File: src/hw/xnm_consts.svh
// Register offsets, field positions, reset values and encodings of the normal-mode sequencer
`ifndef XNM_CONSTS_SVH
`define XNM_CONSTS_SVH

// ----------------------------------------------------------------
// Register byte offsets (low address byte)
// ----------------------------------------------------------------
`define XNM_OFS_CTRL 8'h00
`define XNM_OFS_SWREQ 8'h04
`define XNM_OFS_VECACT 8'h08
`define XNM_OFS_VBASE 8'h0C
`define XNM_OFS_STAT 8'h10
`define XNM_OFS_IACK 8'h14

// ----------------------------------------------------------------
// Register fields
// ----------------------------------------------------------------
`define XNM_CTRL_XEN_BIT 0
`define XNM_SWREQ_BIT 0
`define XNM_VECACT_SAE_BIT 7
`define XNM_VECACT_VEC_HI 6
`define XNM_IACK_BIT 0
`define XNM_STAT_PEND_BIT 0
`define XNM_STAT_BUSY_BIT 1
`define XNM_STAT_IRQ_BIT 2
`define XNM_STAT_CNT_LO 16
`define XNM_VBASE_RST 32'h0000_0000

// ----------------------------------------------------------------
// Transfer information in memory: word 0 mode, 1 source, 2 dest, 3 count
// ----------------------------------------------------------------
`define XNM_INFO_LAST_IDX 2'h3
`define XNM_INFO_FIRST_WB 2'h1
`define XNM_WORD_STEP 32'h0000_0004
`define XNM_MODE_SRC_LO 0
`define XNM_MODE_DST_LO 2
`define XNM_MODE_SIZE_LO 4
`define XNM_MODE_EVERY_BIT 6
`define XNM_AM_FIXED 2'h0
`define XNM_AM_INC 2'h1
`define XNM_AM_DEC 2'h2
`define XNM_SZ_BYTE 2'h0
`define XNM_SZ_HALF 2'h1
`define XNM_SZ_WORD 2'h2
`define XNM_STEP_1 32'h0000_0001
`define XNM_STEP_2 32'h0000_0002
`define XNM_STEP_4 32'h0000_0004
`define XNM_CNT_ONE 16'h0001
`define XNM_CNT_ZERO 16'h0000
`define XNM_CNT_DEC 16'h0001

`endif

File: src/hw/xnm_pkg.sv
// Types shared by the normal-mode sequencer files
package xnm_pkg;
  typedef enum logic [2:0] {
    XNM_IDLE,
    XNM_VEC_RD,
    XNM_INFO_RD,
    XNM_DAT_RD,
    XNM_DAT_WR,
    XNM_WB,
    XNM_FIN
  } xnm_state_e;
endpackage

File: src/hw/xnm_ahb_slv.sv
// AHB-Lite slave front end that turns bus transfers into register strobes
module xnm_ahb_slv
  import xnm_pkg::*;
(
  input wire logic core_clk,
  input wire logic srst,
  input wire logic hsel,
  input wire logic [31:0] haddr,
  input wire logic [1:0] htrans,
  input wire logic hwrite,
  input wire logic [2:0] hsize,
  input wire logic hready,
  input wire logic [31:0] hwdata,
  output logic hreadyout,
  output logic hresp,
  output logic [31:0] hrdata,
  output logic reg_wr,
  output logic [7:0] reg_addr,
  output logic [31:0] reg_wdata,
  input wire logic [31:0] reg_rdata
);
  logic ap_valid;
  logic ap_write;

  // ----------------------------------------------------------------
  // Address phase capture
  // ----------------------------------------------------------------
  // Only whole-word NONSEQ/SEQ transfers are taken; narrower ones are ignored
  always_ff @(posedge core_clk) begin
    if (srst) begin
      ap_valid <= 1'b0;
      ap_write <= 1'b0;
      reg_addr <= 8'h00;
    end else if (hready) begin
      ap_valid <= hsel && htrans[1] && (hsize == 3'h2);
      ap_write <= hwrite;
      reg_addr <= haddr[7:0];
    end
  end

  // ----------------------------------------------------------------
  // Data phase: zero wait states, always OKAY
  // ----------------------------------------------------------------
  assign hreadyout = 1'b1;
  assign hresp = 1'b0;
  assign reg_wr = ap_valid && ap_write;
  assign reg_wdata = hwdata;
  assign hrdata = (ap_valid && !ap_write) ? reg_rdata : 32'h0000_0000;
endmodule

File: src/hw/xnm_seq.sv
// Normal-mode transfer sequencer with software activation and register access
// How it works
// RQ1 - Build-time choice between flag and enable variants
// RQ2 - Software sets source transfer enable first
// RQ3 - Soft request write sets pending flag, activates
// RQ4 - Activation first reads the selected vector entry
// RQ5 - Then reads transfer information, then moves data
// RQ6 - Count not one: pending flag cleared at start
// RQ7 - Each completed transfer decrements counter A
// RQ8 - Flag variant writes information back after transfer
// RQ9 - Non-final flag transfer: enable stays, no interrupt
// RQ10 - Software rewrites soft request per activation
// RQ11 - Final transfer start leaves pending flag set
// RQ12 - Final completion clears enable, interrupts the CPU
// RQ13 - CPU acceptance clears the pending flag
// RQ14 - Writing activation enable one requests a transfer
// RQ15 - Enable variant writes back before completion check
// RQ16 - Count not zero: clear enable, no interrupt
// RQ17 - Software rewrites activation enable per activation
// RQ18 - Final completion keeps enable, raises end interrupt
// RQ19 - End handler clears the activation enable
// RQ20 - Addresses step by size, increment/decrement/fixed
// RQ21 - Count 1 to 65536, zero means 65536
// RQ22 - Optional interrupt after every single transfer
//
// Decided for this implementation: the address map and the AHB-Lite slave port.
module xnm_seq
  import xnm_pkg::*;
#(
  parameter bit FLAG_VARIANT = 1'b1,
  parameter logic [6:0] SRC_VECTOR = 7'h00
)
(
  input wire logic core_clk,
  input wire logic srst,
  input wire logic hsel,
  input wire logic [31:0] haddr,
  input wire logic [1:0] htrans,
  input wire logic hwrite,
  input wire logic [2:0] hsize,
  input wire logic hready,
  input wire logic [31:0] hwdata,
  output logic hreadyout,
  output logic hresp,
  output logic [31:0] hrdata,
  output logic mem_req,
  output logic mem_we,
  output logic [31:0] mem_addr,
  output logic [1:0] mem_size,
  output logic [31:0] mem_wdata,
  input wire logic [31:0] mem_rdata,
  input wire logic mem_ack,
  output logic cpu_irq
);
`include "xnm_consts.svh"

  // ----------------------------------------------------------------
  // Declarations
  // ----------------------------------------------------------------
  xnm_state_e state;
  logic reg_wr;
  logic [7:0] reg_addr;
  logic [31:0] reg_wdata;
  logic [31:0] reg_rdata;
  logic [1:0] idx;
  logic [31:0] info_base;
  logic [31:0] src;
  logic [31:0] dst;
  logic [15:0] count_a;
  logic [1:0] src_mode;
  logic [1:0] dst_mode;
  logic [1:0] xsize;
  logic every;
  logic [31:0] vbase;
  logic [6:0] vec_num;
  logic pending_request_flag;
  logic xfer_enable_per_source;
  logic soft_activation_enable;
  logic act_req;
  logic activate;
  logic xfer_start;
  logic start_final;
  logic xfer_done;
  logic done_final;
  logic wr_ctrl;
  logic wr_swreq;
  logic wr_vecact;
  logic wr_iack;
  logic [31:0] next_src;
  logic [31:0] next_dst;

  // ----------------------------------------------------------------
  // Helpers
  // ----------------------------------------------------------------
  // Enable variant has no longword step, so a word size degrades to two
  function automatic logic [1:0] eff_size(input logic [1:0] sz);
    if (!FLAG_VARIANT && sz == `XNM_SZ_WORD) begin // RQ1
      return `XNM_SZ_HALF;
    end
    return sz;
  endfunction

  // Address update after one datum
  function automatic logic [31:0] adv(input logic [31:0] a, input logic [1:0] mode,
                                      input logic [1:0] sz);
    logic [31:0] st;
    st = (sz == `XNM_SZ_BYTE) ? `XNM_STEP_1 :
         (sz == `XNM_SZ_HALF) ? `XNM_STEP_2 : `XNM_STEP_4;
    case (mode) // RQ20
      `XNM_AM_INC: return a + st;
      `XNM_AM_DEC: return a - st;
      default: return a;
    endcase
  endfunction

  // ----------------------------------------------------------------
  // Bus slave
  // ----------------------------------------------------------------
  xnm_ahb_slv u_slv (
    .core_clk(core_clk),
    .srst(srst),
    .hsel(hsel),
    .haddr(haddr),
    .htrans(htrans),
    .hwrite(hwrite),
    .hsize(hsize),
    .hready(hready),
    .hwdata(hwdata),
    .hreadyout(hreadyout),
    .hresp(hresp),
    .hrdata(hrdata),
    .reg_wr(reg_wr),
    .reg_addr(reg_addr),
    .reg_wdata(reg_wdata),
    .reg_rdata(reg_rdata)
  );

  // Address decode of write strobes
  always_comb begin
    wr_ctrl = 1'b0;
    wr_swreq = 1'b0;
    wr_vecact = 1'b0;
    wr_iack = 1'b0;
    if (reg_wr && reg_addr == `XNM_OFS_CTRL) begin
      wr_ctrl = 1'b1;
    end else if (reg_wr && reg_addr == `XNM_OFS_SWREQ) begin
      wr_swreq = 1'b1;
    end else if (reg_wr && reg_addr == `XNM_OFS_VECACT) begin
      wr_vecact = 1'b1;
    end else if (reg_wr && reg_addr == `XNM_OFS_IACK) begin
      wr_iack = reg_wdata[`XNM_IACK_BIT];
    end
  end

  // Read mux; unmapped offsets read zero
  always_comb begin
    reg_rdata = 32'h0000_0000;
    if (reg_addr == `XNM_OFS_CTRL) begin
      reg_rdata[`XNM_CTRL_XEN_BIT] = xfer_enable_per_source;
    end else if (reg_addr == `XNM_OFS_VECACT) begin
      reg_rdata[`XNM_VECACT_SAE_BIT] = soft_activation_enable;
      reg_rdata[`XNM_VECACT_VEC_HI:0] = vec_num;
    end else if (reg_addr == `XNM_OFS_VBASE) begin
      reg_rdata = vbase;
    end else if (reg_addr == `XNM_OFS_STAT) begin
      reg_rdata[`XNM_STAT_PEND_BIT] = pending_request_flag;
      reg_rdata[`XNM_STAT_BUSY_BIT] = (state != XNM_IDLE);
      reg_rdata[`XNM_STAT_IRQ_BIT] = cpu_irq;
      reg_rdata[`XNM_STAT_CNT_LO +: 16] = count_a;
    end
  end

  // ----------------------------------------------------------------
  // Configuration registers
  // ----------------------------------------------------------------
  always_ff @(posedge core_clk) begin
    if (srst) begin
      vbase <= `XNM_VBASE_RST;
      vec_num <= 7'h00;
    end else begin
      if (reg_wr && reg_addr == `XNM_OFS_VBASE) begin
        vbase <= reg_wdata;
      end
      if (wr_vecact) begin
        vec_num <= reg_wdata[`XNM_VECACT_VEC_HI:0];
      end
    end
  end

  // ----------------------------------------------------------------
  // Sequencer events
  // ----------------------------------------------------------------
  assign activate = (state == XNM_IDLE) &&
                    (FLAG_VARIANT ? (pending_request_flag && xfer_enable_per_source) // RQ2
                                  : act_req); // RQ1
  assign xfer_start = (state == XNM_INFO_RD) && mem_ack && (idx == `XNM_INFO_LAST_IDX);
  assign start_final = (mem_rdata[15:0] == `XNM_CNT_ONE); // RQ6
  assign xfer_done = (state == XNM_FIN);
  assign done_final = (count_a == `XNM_CNT_ZERO);
  assign mem_req = (state != XNM_IDLE) && (state != XNM_FIN);
  assign next_src = adv(src, src_mode, xsize);
  assign next_dst = adv(dst, dst_mode, xsize);

  // ----------------------------------------------------------------
  // Main state machine and memory port
  // ----------------------------------------------------------------
  // Memory fields are loaded on the edge that enters each access state,
  // so the port never shows a half-updated request
  always_ff @(posedge core_clk) begin
    if (srst) begin
      state <= XNM_IDLE;
      idx <= 2'h0;
      mem_we <= 1'b0;
      mem_addr <= 32'h0000_0000;
      mem_size <= `XNM_SZ_WORD;
      mem_wdata <= 32'h0000_0000;
      info_base <= 32'h0000_0000;
      src <= 32'h0000_0000;
      dst <= 32'h0000_0000;
      count_a <= `XNM_CNT_ZERO;
      src_mode <= `XNM_AM_FIXED;
      dst_mode <= `XNM_AM_FIXED;
      xsize <= `XNM_SZ_BYTE;
      every <= 1'b0;
    end else begin
      case (state)
        XNM_IDLE: begin
          if (activate) begin
            state <= XNM_VEC_RD;
            mem_we <= 1'b0;
            mem_size <= `XNM_SZ_WORD;
            mem_addr <= vbase + {23'h0, FLAG_VARIANT ? SRC_VECTOR : vec_num, 2'h0}; // RQ4
          end
        end
        XNM_VEC_RD: begin
          if (mem_ack) begin
            info_base <= mem_rdata;
            mem_addr <= mem_rdata; // RQ5
            idx <= 2'h0;
            state <= XNM_INFO_RD;
          end
        end
        XNM_INFO_RD: begin
          if (mem_ack) begin
            case (idx)
              2'h0: begin
                src_mode <= mem_rdata[`XNM_MODE_SRC_LO +: 2];
                dst_mode <= mem_rdata[`XNM_MODE_DST_LO +: 2];
                xsize <= eff_size(mem_rdata[`XNM_MODE_SIZE_LO +: 2]);
                every <= mem_rdata[`XNM_MODE_EVERY_BIT]; // RQ22
              end
              2'h1: src <= mem_rdata;
              2'h2: dst <= mem_rdata;
              default: count_a <= mem_rdata[15:0]; // RQ21
            endcase
            if (idx == `XNM_INFO_LAST_IDX) begin
              state <= XNM_DAT_RD; // RQ5
              mem_addr <= src;
              mem_size <= xsize;
            end else begin
              idx <= idx + 2'h1;
              mem_addr <= mem_addr + `XNM_WORD_STEP;
            end
          end
        end
        XNM_DAT_RD: begin
          if (mem_ack) begin
            mem_we <= 1'b1;
            mem_addr <= dst;
            mem_wdata <= mem_rdata;
            state <= XNM_DAT_WR;
          end
        end
        XNM_DAT_WR: begin
          if (mem_ack) begin
            count_a <= count_a - `XNM_CNT_DEC; // RQ7
            src <= next_src; // RQ20
            dst <= next_dst;
            idx <= `XNM_INFO_FIRST_WB;
            mem_size <= `XNM_SZ_WORD;
            mem_addr <= info_base + `XNM_WORD_STEP;
            mem_wdata <= next_src;
            state <= XNM_WB; // RQ8 RQ15
          end
        end
        XNM_WB: begin
          if (mem_ack) begin
            if (idx == `XNM_INFO_LAST_IDX) begin
              mem_we <= 1'b0;
              state <= XNM_FIN;
            end else begin
              idx <= idx + 2'h1;
              mem_addr <= mem_addr + `XNM_WORD_STEP;
              mem_wdata <= (idx == `XNM_INFO_FIRST_WB) ? dst : {16'h0000, count_a};
            end
          end
        end
        default: begin
          state <= XNM_IDLE; // Completion check happens in this one cycle
        end
      endcase
    end
  end

  // ----------------------------------------------------------------
  // Flag-variant request state
  // ----------------------------------------------------------------
  // A software set in the same cycle as a hardware clear wins
  always_ff @(posedge core_clk) begin
    if (srst) begin
      pending_request_flag <= 1'b0;
    end else if (FLAG_VARIANT && wr_swreq && reg_wdata[`XNM_SWREQ_BIT]) begin
      pending_request_flag <= 1'b1; // RQ3 RQ10
    end else if (FLAG_VARIANT && xfer_start && !start_final) begin
      pending_request_flag <= 1'b0; // RQ6 RQ11
    end else if (wr_iack) begin
      pending_request_flag <= 1'b0; // RQ13
    end
  end

  // Source enable: software write wins over the final-count clear
  always_ff @(posedge core_clk) begin
    if (srst) begin
      xfer_enable_per_source <= 1'b0;
    end else if (wr_ctrl) begin
      xfer_enable_per_source <= reg_wdata[`XNM_CTRL_XEN_BIT]; // RQ2
    end else if (FLAG_VARIANT && xfer_done && done_final) begin
      xfer_enable_per_source <= 1'b0; // RQ12 RQ9
    end
  end

  // ----------------------------------------------------------------
  // Enable-variant request state
  // ----------------------------------------------------------------
  // Enable bit alone would retrigger after the final pass, so a write of 1
  // also arms a one-shot request consumed at activation
  always_ff @(posedge core_clk) begin
    if (srst) begin
      soft_activation_enable <= 1'b0;
    end else if (wr_vecact) begin
      soft_activation_enable <= reg_wdata[`XNM_VECACT_SAE_BIT]; // RQ17 RQ19
    end else if (!FLAG_VARIANT && xfer_done && !done_final) begin
      soft_activation_enable <= 1'b0; // RQ16 RQ18
    end
  end

  always_ff @(posedge core_clk) begin
    if (srst) begin
      act_req <= 1'b0;
    end else if (!FLAG_VARIANT && wr_vecact && reg_wdata[`XNM_VECACT_SAE_BIT]) begin
      act_req <= 1'b1; // RQ14
    end else if (activate) begin
      act_req <= 1'b0;
    end
  end

  // ----------------------------------------------------------------
  // CPU interrupt request
  // ----------------------------------------------------------------
  // Raised on the final count, or after every datum when the mode word asks;
  // acknowledge (or clearing the enable bit in the enable variant) drops it
  always_ff @(posedge core_clk) begin
    if (srst) begin
      cpu_irq <= 1'b0;
    end else if (xfer_done && (done_final || every)) begin
      cpu_irq <= 1'b1; // RQ12 RQ18 RQ22 RQ9
    end else if (wr_iack) begin
      cpu_irq <= 1'b0;
    end else if (!FLAG_VARIANT && wr_vecact && !reg_wdata[`XNM_VECACT_SAE_BIT]) begin
      cpu_irq <= 1'b0; // RQ19
    end
  end
endmodule
File: config.mk
export PLATFORM = sky130hd
export DESIGN_NAME = xnm_seq
export DESIGN_NICKNAME = d
export VERILOG_FILES = /design/src/hw/xnm_pkg.sv /design/src/hw/xnm_ahb_slv.sv /design/src/hw/xnm_seq.sv
export VERILOG_INCLUDE_DIRS = /design/src /design/src/hw
export SDC_FILE = /design/constraint.sdc
export NUM_CORES = 1
export LEC_CHECK = 0
export ABC_AREA = 0
export BUFFER_PORTS_ARGS = -buffer_cell sky130_fd_sc_hd__buf_2
export CAP_MARGIN = 10
export CORE_AREA = 2 2 178 180
export CTS_BUF_LIST = sky130_fd_sc_hd__clkbuf_8
export CTS_CLUSTER_DIAMETER = 200
export DETAILED_ROUTE_END_ITERATION = 7
export DIE_AREA = 0 0 180 182
export PLACE_DENSITY_LB_ADDON = 0.1
export SETUP_SLACK_MARGIN = 0.1
export SYNTH_ARGS = -nofsm -noshare
export SYNTH_HDL_FRONTEND = slang
export SYNTH_SLANG_ARGS = --single-unit
export TNS_END_PERCENT = 5
File: constraint.sdc
create_clock -name core_clk -period 3.4 [get_ports core_clk]
set_clock_uncertainty 0.15 [all_clocks]
set_input_delay 0.34 -clock core_clk [delete_from_list [all_inputs] [get_ports core_clk]]
set_output_delay 0.34 -clock core_clk [all_outputs]
set_load 0.005 [all_outputs]
==> qor.csv, run 1 <==
metric,value,unit
synth_area_per_cell,7.426,µm²
vdd_ir_drop_max,313.4,µV
arrival,3.67,ns
synthMuxAreaShare,3.011,%
io_pins,210,
grt_pass1_wl,99530,µm
seq_area_frac_synth,29.17,%
antenna-diode-count,0,
drive_gt1_share,20.38,%
drtIter0Drc,2074,
nets,2733,
clkSinkCount,244,
postLayoutSetupSlackWorst,0.05263,ns
multiInputGateArea,11550,µm²
layout.cells.non_filler,2983,
synth.most_common_cell,nand2_1,
cts_max_level,2,
syn-num-nets,2438,
worst_setup_path_end_kind,flip-flop,
async_flop_share,0,%
cpMaxStageDelayCell,o41ai_2,
hpwl,47040,µm
grt_pass1_vias,17730,
fin_crit_sh,98.45,%
power.density,300.7,nW/µm²
synth_top_family_by_area,compound AO/OA/AOI/OAI gates,
worstMarginPinSlew,1.185,ns
p_comb_share,4.9,%
synth_compound_area_share,29.31,%
die_area,32760,µm²
seq_area,4892,µm²
hold_slack,0.04022,ns
grt_max_degree,159,
synth_xor_area_share,5.126,%
dieHeight,182,µm
postRouteAntennaNets,0,
synth_seq_cells,244,
switching_power,1.540,mW
dp.cells,2819,
syn_area,16740,µm²
synth-main-ff-cell,dfxtp_1,
rsz0062_at_grt,true,
netlist_top_cells_area,"dfxtp_1 29%, nand2_1 7.4%, a21oi_1 6.0%",
ys.warnings.count,0,
synth-adder-area-share,5.769,%
relSlewSlack,20.46,%
pre_cts_ws,-0.1462,ns
clk_pin_slew_worst_paths,0.07,ns
grt_overflow,0,
period_minus_slack,3.347,ns
worstSkewPairLatency,0.62,ns
port_buffers,182,
criticalPathCategory,reg2reg,
maxSlewViolCount,0,
first_pass_iters,6,
leakagePower,8.534,nW
grt_usage,38.09,%
hold_class,in2reg,
pwr-share-clk,49.9,%
clk_path_buf_depth,3,
synth_common_cells,"328 x nand2_1, 244 x dfxtp_1, 201 x a21oi_1, 195 x nor2_1, 149 x clkbuf_1",
setup_tns,0,ns
crit_fanout,7,
required,3.72,ns
slowest_delay,0.41,ns
synth_area_leader_cell,dfxtp_1,
fmax,298.7,MHz
vias,19000,
gp_congestion,0.9618,
cp-start-kind,flip-flop,
root_buffer,clkbuf_8,
row_count,65,
post_dp_cell_area,18730,µm²
wl,65200,µm
hold_viol,0,
yosys.area_share.simple,22.33,%
cts_tree,done,
synth.distinct_cells,86,
cap_violations,0,
switching_share,24.24,%
internal-power,4.815,mW
antenna_found_initial,1,
core_area,30990,µm²
final_area,21140,µm²
syn_inst,2255,
pwr-share-seq,45.2,%
synthDominantCellAreaShare,29.17,%
drc,0,
finalSetupViolations,0,
status,"finished, final reports clean",
crit_chain,"inv_1, buf_4, ha_4, buf_12, ha_1, nand2_1, o21ai_2, o41ai_2, o311ai_2, and3b_1, or2_1, or3_1, a21oi_1, nor4_1",
total_power,6.356,mW
cts_buffers,46,
routedWlPerCell,21.86,µm
via_per_inst,6.371,
synth_edf_count,0,
utilization,68.22,%
fill_cells,2673,
start_util,54.04,%
areaGrowthSynthToFinish,26.24,%
die_x,180,µm
-- final cells by class --
type                    instances  area share [%]
clock buffers                  61           3.972
multi-input cells            1782           54.63
well taps                     402           2.379
repair buffers                416           14.05
clock inverters                18          0.7517
inverters                      60           1.077
flip-flops and latches        244           23.14
-- sequential cells by signal, summed over array words and instances (netlist names), 8 cells and up --
register	cells
dst	32
info_base	32
mem_addr	32
mem_wdata	32
src	32
vbase	32
count_a	16
u_slv.reg_addr	8
-- per-layer routing --
layer | global-route usage, % | up-vias | wire, µm
li1 | - | 8866 | -
met1 | 48.91 | 9053 | 26690
met2 | 60.86 | 863 | 29720
met3 | 5.796 | 222 | 4869
met4 | 22.28 | 0 | 3924
met5 | 0 | - | 0
-- cell families after synthesis --
family                     count (synthesis)
and+or+nand+nor                          813
xor gates and xnor gates                  98
adders and majority gates                 76
other                                      2
DFF                                      244
AOI/OAI and AO/OA                        744
muxes                                     49
buffers and inverters                    229
-- critical path: cells and delay by family, from the launching register on --
| family | cells | cell delay (ns) |
|---|---|---|
| flops | 1 | 0.33 |
| fa+ha+maj | 2 | 0.54 |
| compound gates | 4 | 0.84 |
| buf+inv | 3 | 0.34 |
| simple gates | 5 | 1.01 |
-- power groups by stage --
stage	Clock, mW	Combinational (mW)	Sequential [mW]
CTS	3.18	0.300	2.87
floorplan	0	0.111	2.93
global route	3.31	0.330	2.87
finish	3.17	0.311	2.87
detailed placement	0	0.230	2.93
global placement	0	0.228	2.93
-- final timing paths --
kind,slack [ns],from,end,cells past startpoint
min reg2reg,0.31,info_base[1],info_base[1],2
min,0.04,hready,u_slv.ap_write,3
max,0.05,dst_mode[0],dst[26],14
max reg2reg,0.05,dst_mode[0],dst[26],14
-- placed cells by master, fill, tap and decap left out, types with 41 or more instances in the layout --
cell type / instances
nand2_1: 327
dfxtp_1: 238
a21oi_1: 196
nor2_1: 193
buf_2: 181
buf_4: 146
o21ai_0: 120
dlygate4sd3_1: 77
inv_1: 71
nand3_1: 69
clkbuf_8: 61
xnor2_1: 52
a211oi_1: 50
ha_1: 50
a21o_1: 47
xor2_1: 44
nor3_1: 41
-- what timing repair did --
item	4_1_cts	5_1_grt
pin swaps	13	22
hold buffers	77	0
buffers inserted	3	5
gates resized for setup	47	59
hold endpoints to repair	115	0
setup endpoints to repair	31	67
(Power assumes the default switching activity.)
==> run 2: changes to the inputs <==
--- a/config.mk
+++ b/config.mk
@@ -9,11 +9,11 @@
 export ABC_AREA = 0
 export BUFFER_PORTS_ARGS = -buffer_cell sky130_fd_sc_hd__buf_2
 export CAP_MARGIN = 10
-export CORE_AREA = 2 2 178 180
+export CORE_AREA = 2 2 171 173
 export CTS_BUF_LIST = sky130_fd_sc_hd__clkbuf_8
 export CTS_CLUSTER_DIAMETER = 200
 export DETAILED_ROUTE_END_ITERATION = 7
-export DIE_AREA = 0 0 180 182
+export DIE_AREA = 0 0 173 175
 export PLACE_DENSITY_LB_ADDON = 0.1
 export SETUP_SLACK_MARGIN = 0.1
 export SYNTH_ARGS = -nofsm -noshare
==> constraint.sdc (replaced) <==
create_clock -name core_clk -period 4.02 [get_ports core_clk]
set_clock_uncertainty 0.15 [all_clocks]
set_input_delay 0.402 -clock core_clk [delete_from_list [all_inputs] [get_ports core_clk]]
set_output_delay 0.402 -clock core_clk [all_outputs]
set_load 0.005 [all_outputs]
==> qor.csv, run 2 (same netlist as run 1, synthesis figures left out) <==
metric,value,unit
clk_pin_slew_worst_paths,0.06,ns
switching_power,1.288,mW
worstMarginPinSlew,1.173,ns
die_area,30280,µm²
multiInputGateArea,11030,µm²
gp_congestion,1.001,
leakagePower,7.911,nW
hold_class,in2reg,
setup_tns,0,ns
drc,3,
drive_gt1_share,14.19,%
row_count,62,
grt_overflow,0,
antenna_found_initial,1,
status,"complete, but fails checks",
start_util,58.98,%
path_buf_inv,2,
slowest_delay,0.46,ns
switching_share,25.25,%
wl,63870,µm
fin_crit_sh,93.80,%
antenna-diode-count,0,
p_comb_share,5.0,%
hold_slack,0.01710,ns
first_pass_iters,8,
final_common_cell,nand2_1,
cp-start-kind,flip-flop,
via_per_inst,6.654,
pwr-share-clk,47.4,%
period_minus_slack,3.771,ns
worstSkewPairLatency,0.60,ns
arrival,4.08,ns
clkSinkCount,244,
cts_tree,done,
final_cell_mix,"327 x nand2_1, 241 x dfxtp_1, 201 x a21oi_1",
dp.cells,2706,
grt_usage,40.50,%
hpwl,46160,µm
fill_cells,2461,
crit_chain,"inv_1, ha_1, a21o_1, fa_1, a211o_1, o211ai_1, a211oi_1, buf_4, a211o_1, o21ai_1, o21ai_0, xnor2_1, nor2_1, o221a_2",
required,4.32,ns
areaGrowthSynthToFinish,16.53,%
criticalPathCategory,reg2reg,
fmax,265.2,MHz
finalSetupViolations,0,
die_x,173,µm
violations,DRC,
cts_max_level,2,
vdd_ir_drop_max,251.0,µV
port_buffers,182,
root_buffer,clkbuf_8,
io_pins,210,
grt_max_degree,216,
grt_pass1_vias,17510,
grt_pass1_wl,97400,µm
internal-power,3.814,mW
cts_buffers,45,
rsz0062_at_grt,true,
dieHeight,175,µm
crit_fanout,4,
vias,18970,
worst_setup_path_end_kind,flip-flop,
routedWlPerCell,22.41,µm
pre_cts_ws,0.1986,ns
layout.cells.non_filler,2850,
drtIter0Drc,2334,
seq_area,4888,µm²
nets,2616,
crit_family,compound AO/OA/AOI/OAI gates,
hold_viol,0,
cpMaxStageDelayCell,fa_1,
relSlewSlack,21.28,%
core_area,28390,µm²
postLayoutSetupSlackWorst,0.2492,ns
postRouteAntennaNets,0,
cap_violations,0,
maxSlewViolCount,0,
power.density,261.5,nW/µm²
pwr-share-seq,47.6,%
crit_top_cell,a211o_1,
total_power,5.103,mW
clk_path_buf_depth,3,
run 2: worst reg2reg max path: cells and delay by family (launching register included):
family          cells  cell delay [ns]
compound gates      8             1.90
buf+inv             2             0.23
fa+ha+maj           2             0.66
simple gates        1             0.07
xor+xnor            1             0.30
flops               1             0.33
run 2: repair_timing:
action | 4_1_cts | 5_1_grt
setup buffers | 0 | 0
hold endpoints to repair | 72 | 0
hold buffers | 64 | 0
endpoints found under the setup margin | 0 | 27
resized for setup | 0 | 9
run 2: layout make-up:
cell class	instances	share of cell area [%]
Inverter	60	1.154
Clock buffer	54	3.809
Clock inverter	26	0.8144
Timing Repair Buffer	300	10.19
Sequential cell	244	25.05
Multi-Input combinational cell	1782	56.52
Tap cell	384	2.462
run 2: metrics by stage:
| step | util (%) | area, µm² |
|---|---|---|
| global route | 68.72 | 19510 |
| detailed placement | 63.19 | 17940 |
| CTS | 68.63 | 19480 |
| floorplan | - | 16740 |
| finish | 68.72 | 19510 |
| global placement | 63.19 | 17940 |
run 2: power groups by stage:
stage | clock network [mW] | registers, mW | logic (mW)
after CTS | 2.42 | 2.43 | 0.244
after floorplan | 0 | 2.48 | 0.0941
final | 2.42 | 2.43 | 0.254
after global placement | 0 | 2.48 | 0.192
after global routing | 2.53 | 2.43 | 0.265
after detailed placement | 0 | 2.48 | 0.195
run 2: path summary, 6_finish.rpt:
kind | from | end | slack [ns] | cells past startpoint
hold reg to reg | info_base[1] | info_base[1] | 0.32 | 2
hold / removal | mem_rdata[0] | info_base[0] | 0.02 | 3
setup / recovery | src_mode[0] | mem_wdata[24] | 0.25 | 14
setup reg to reg | src_mode[0] | mem_wdata[24] | 0.25 | 14
run 2: metal layers:
metal | up-vias | share of wire (%) | GRT usage, %
met4 | 4 | 6.5 | 23.27
li1 | 8658 | - | -
met2 | 1117 | 45 | 64.88
met1 | 8907 | 39 | 51.89
met3 | 279 | 9.5 | 6.484
met5 | - | 0.078 | 0
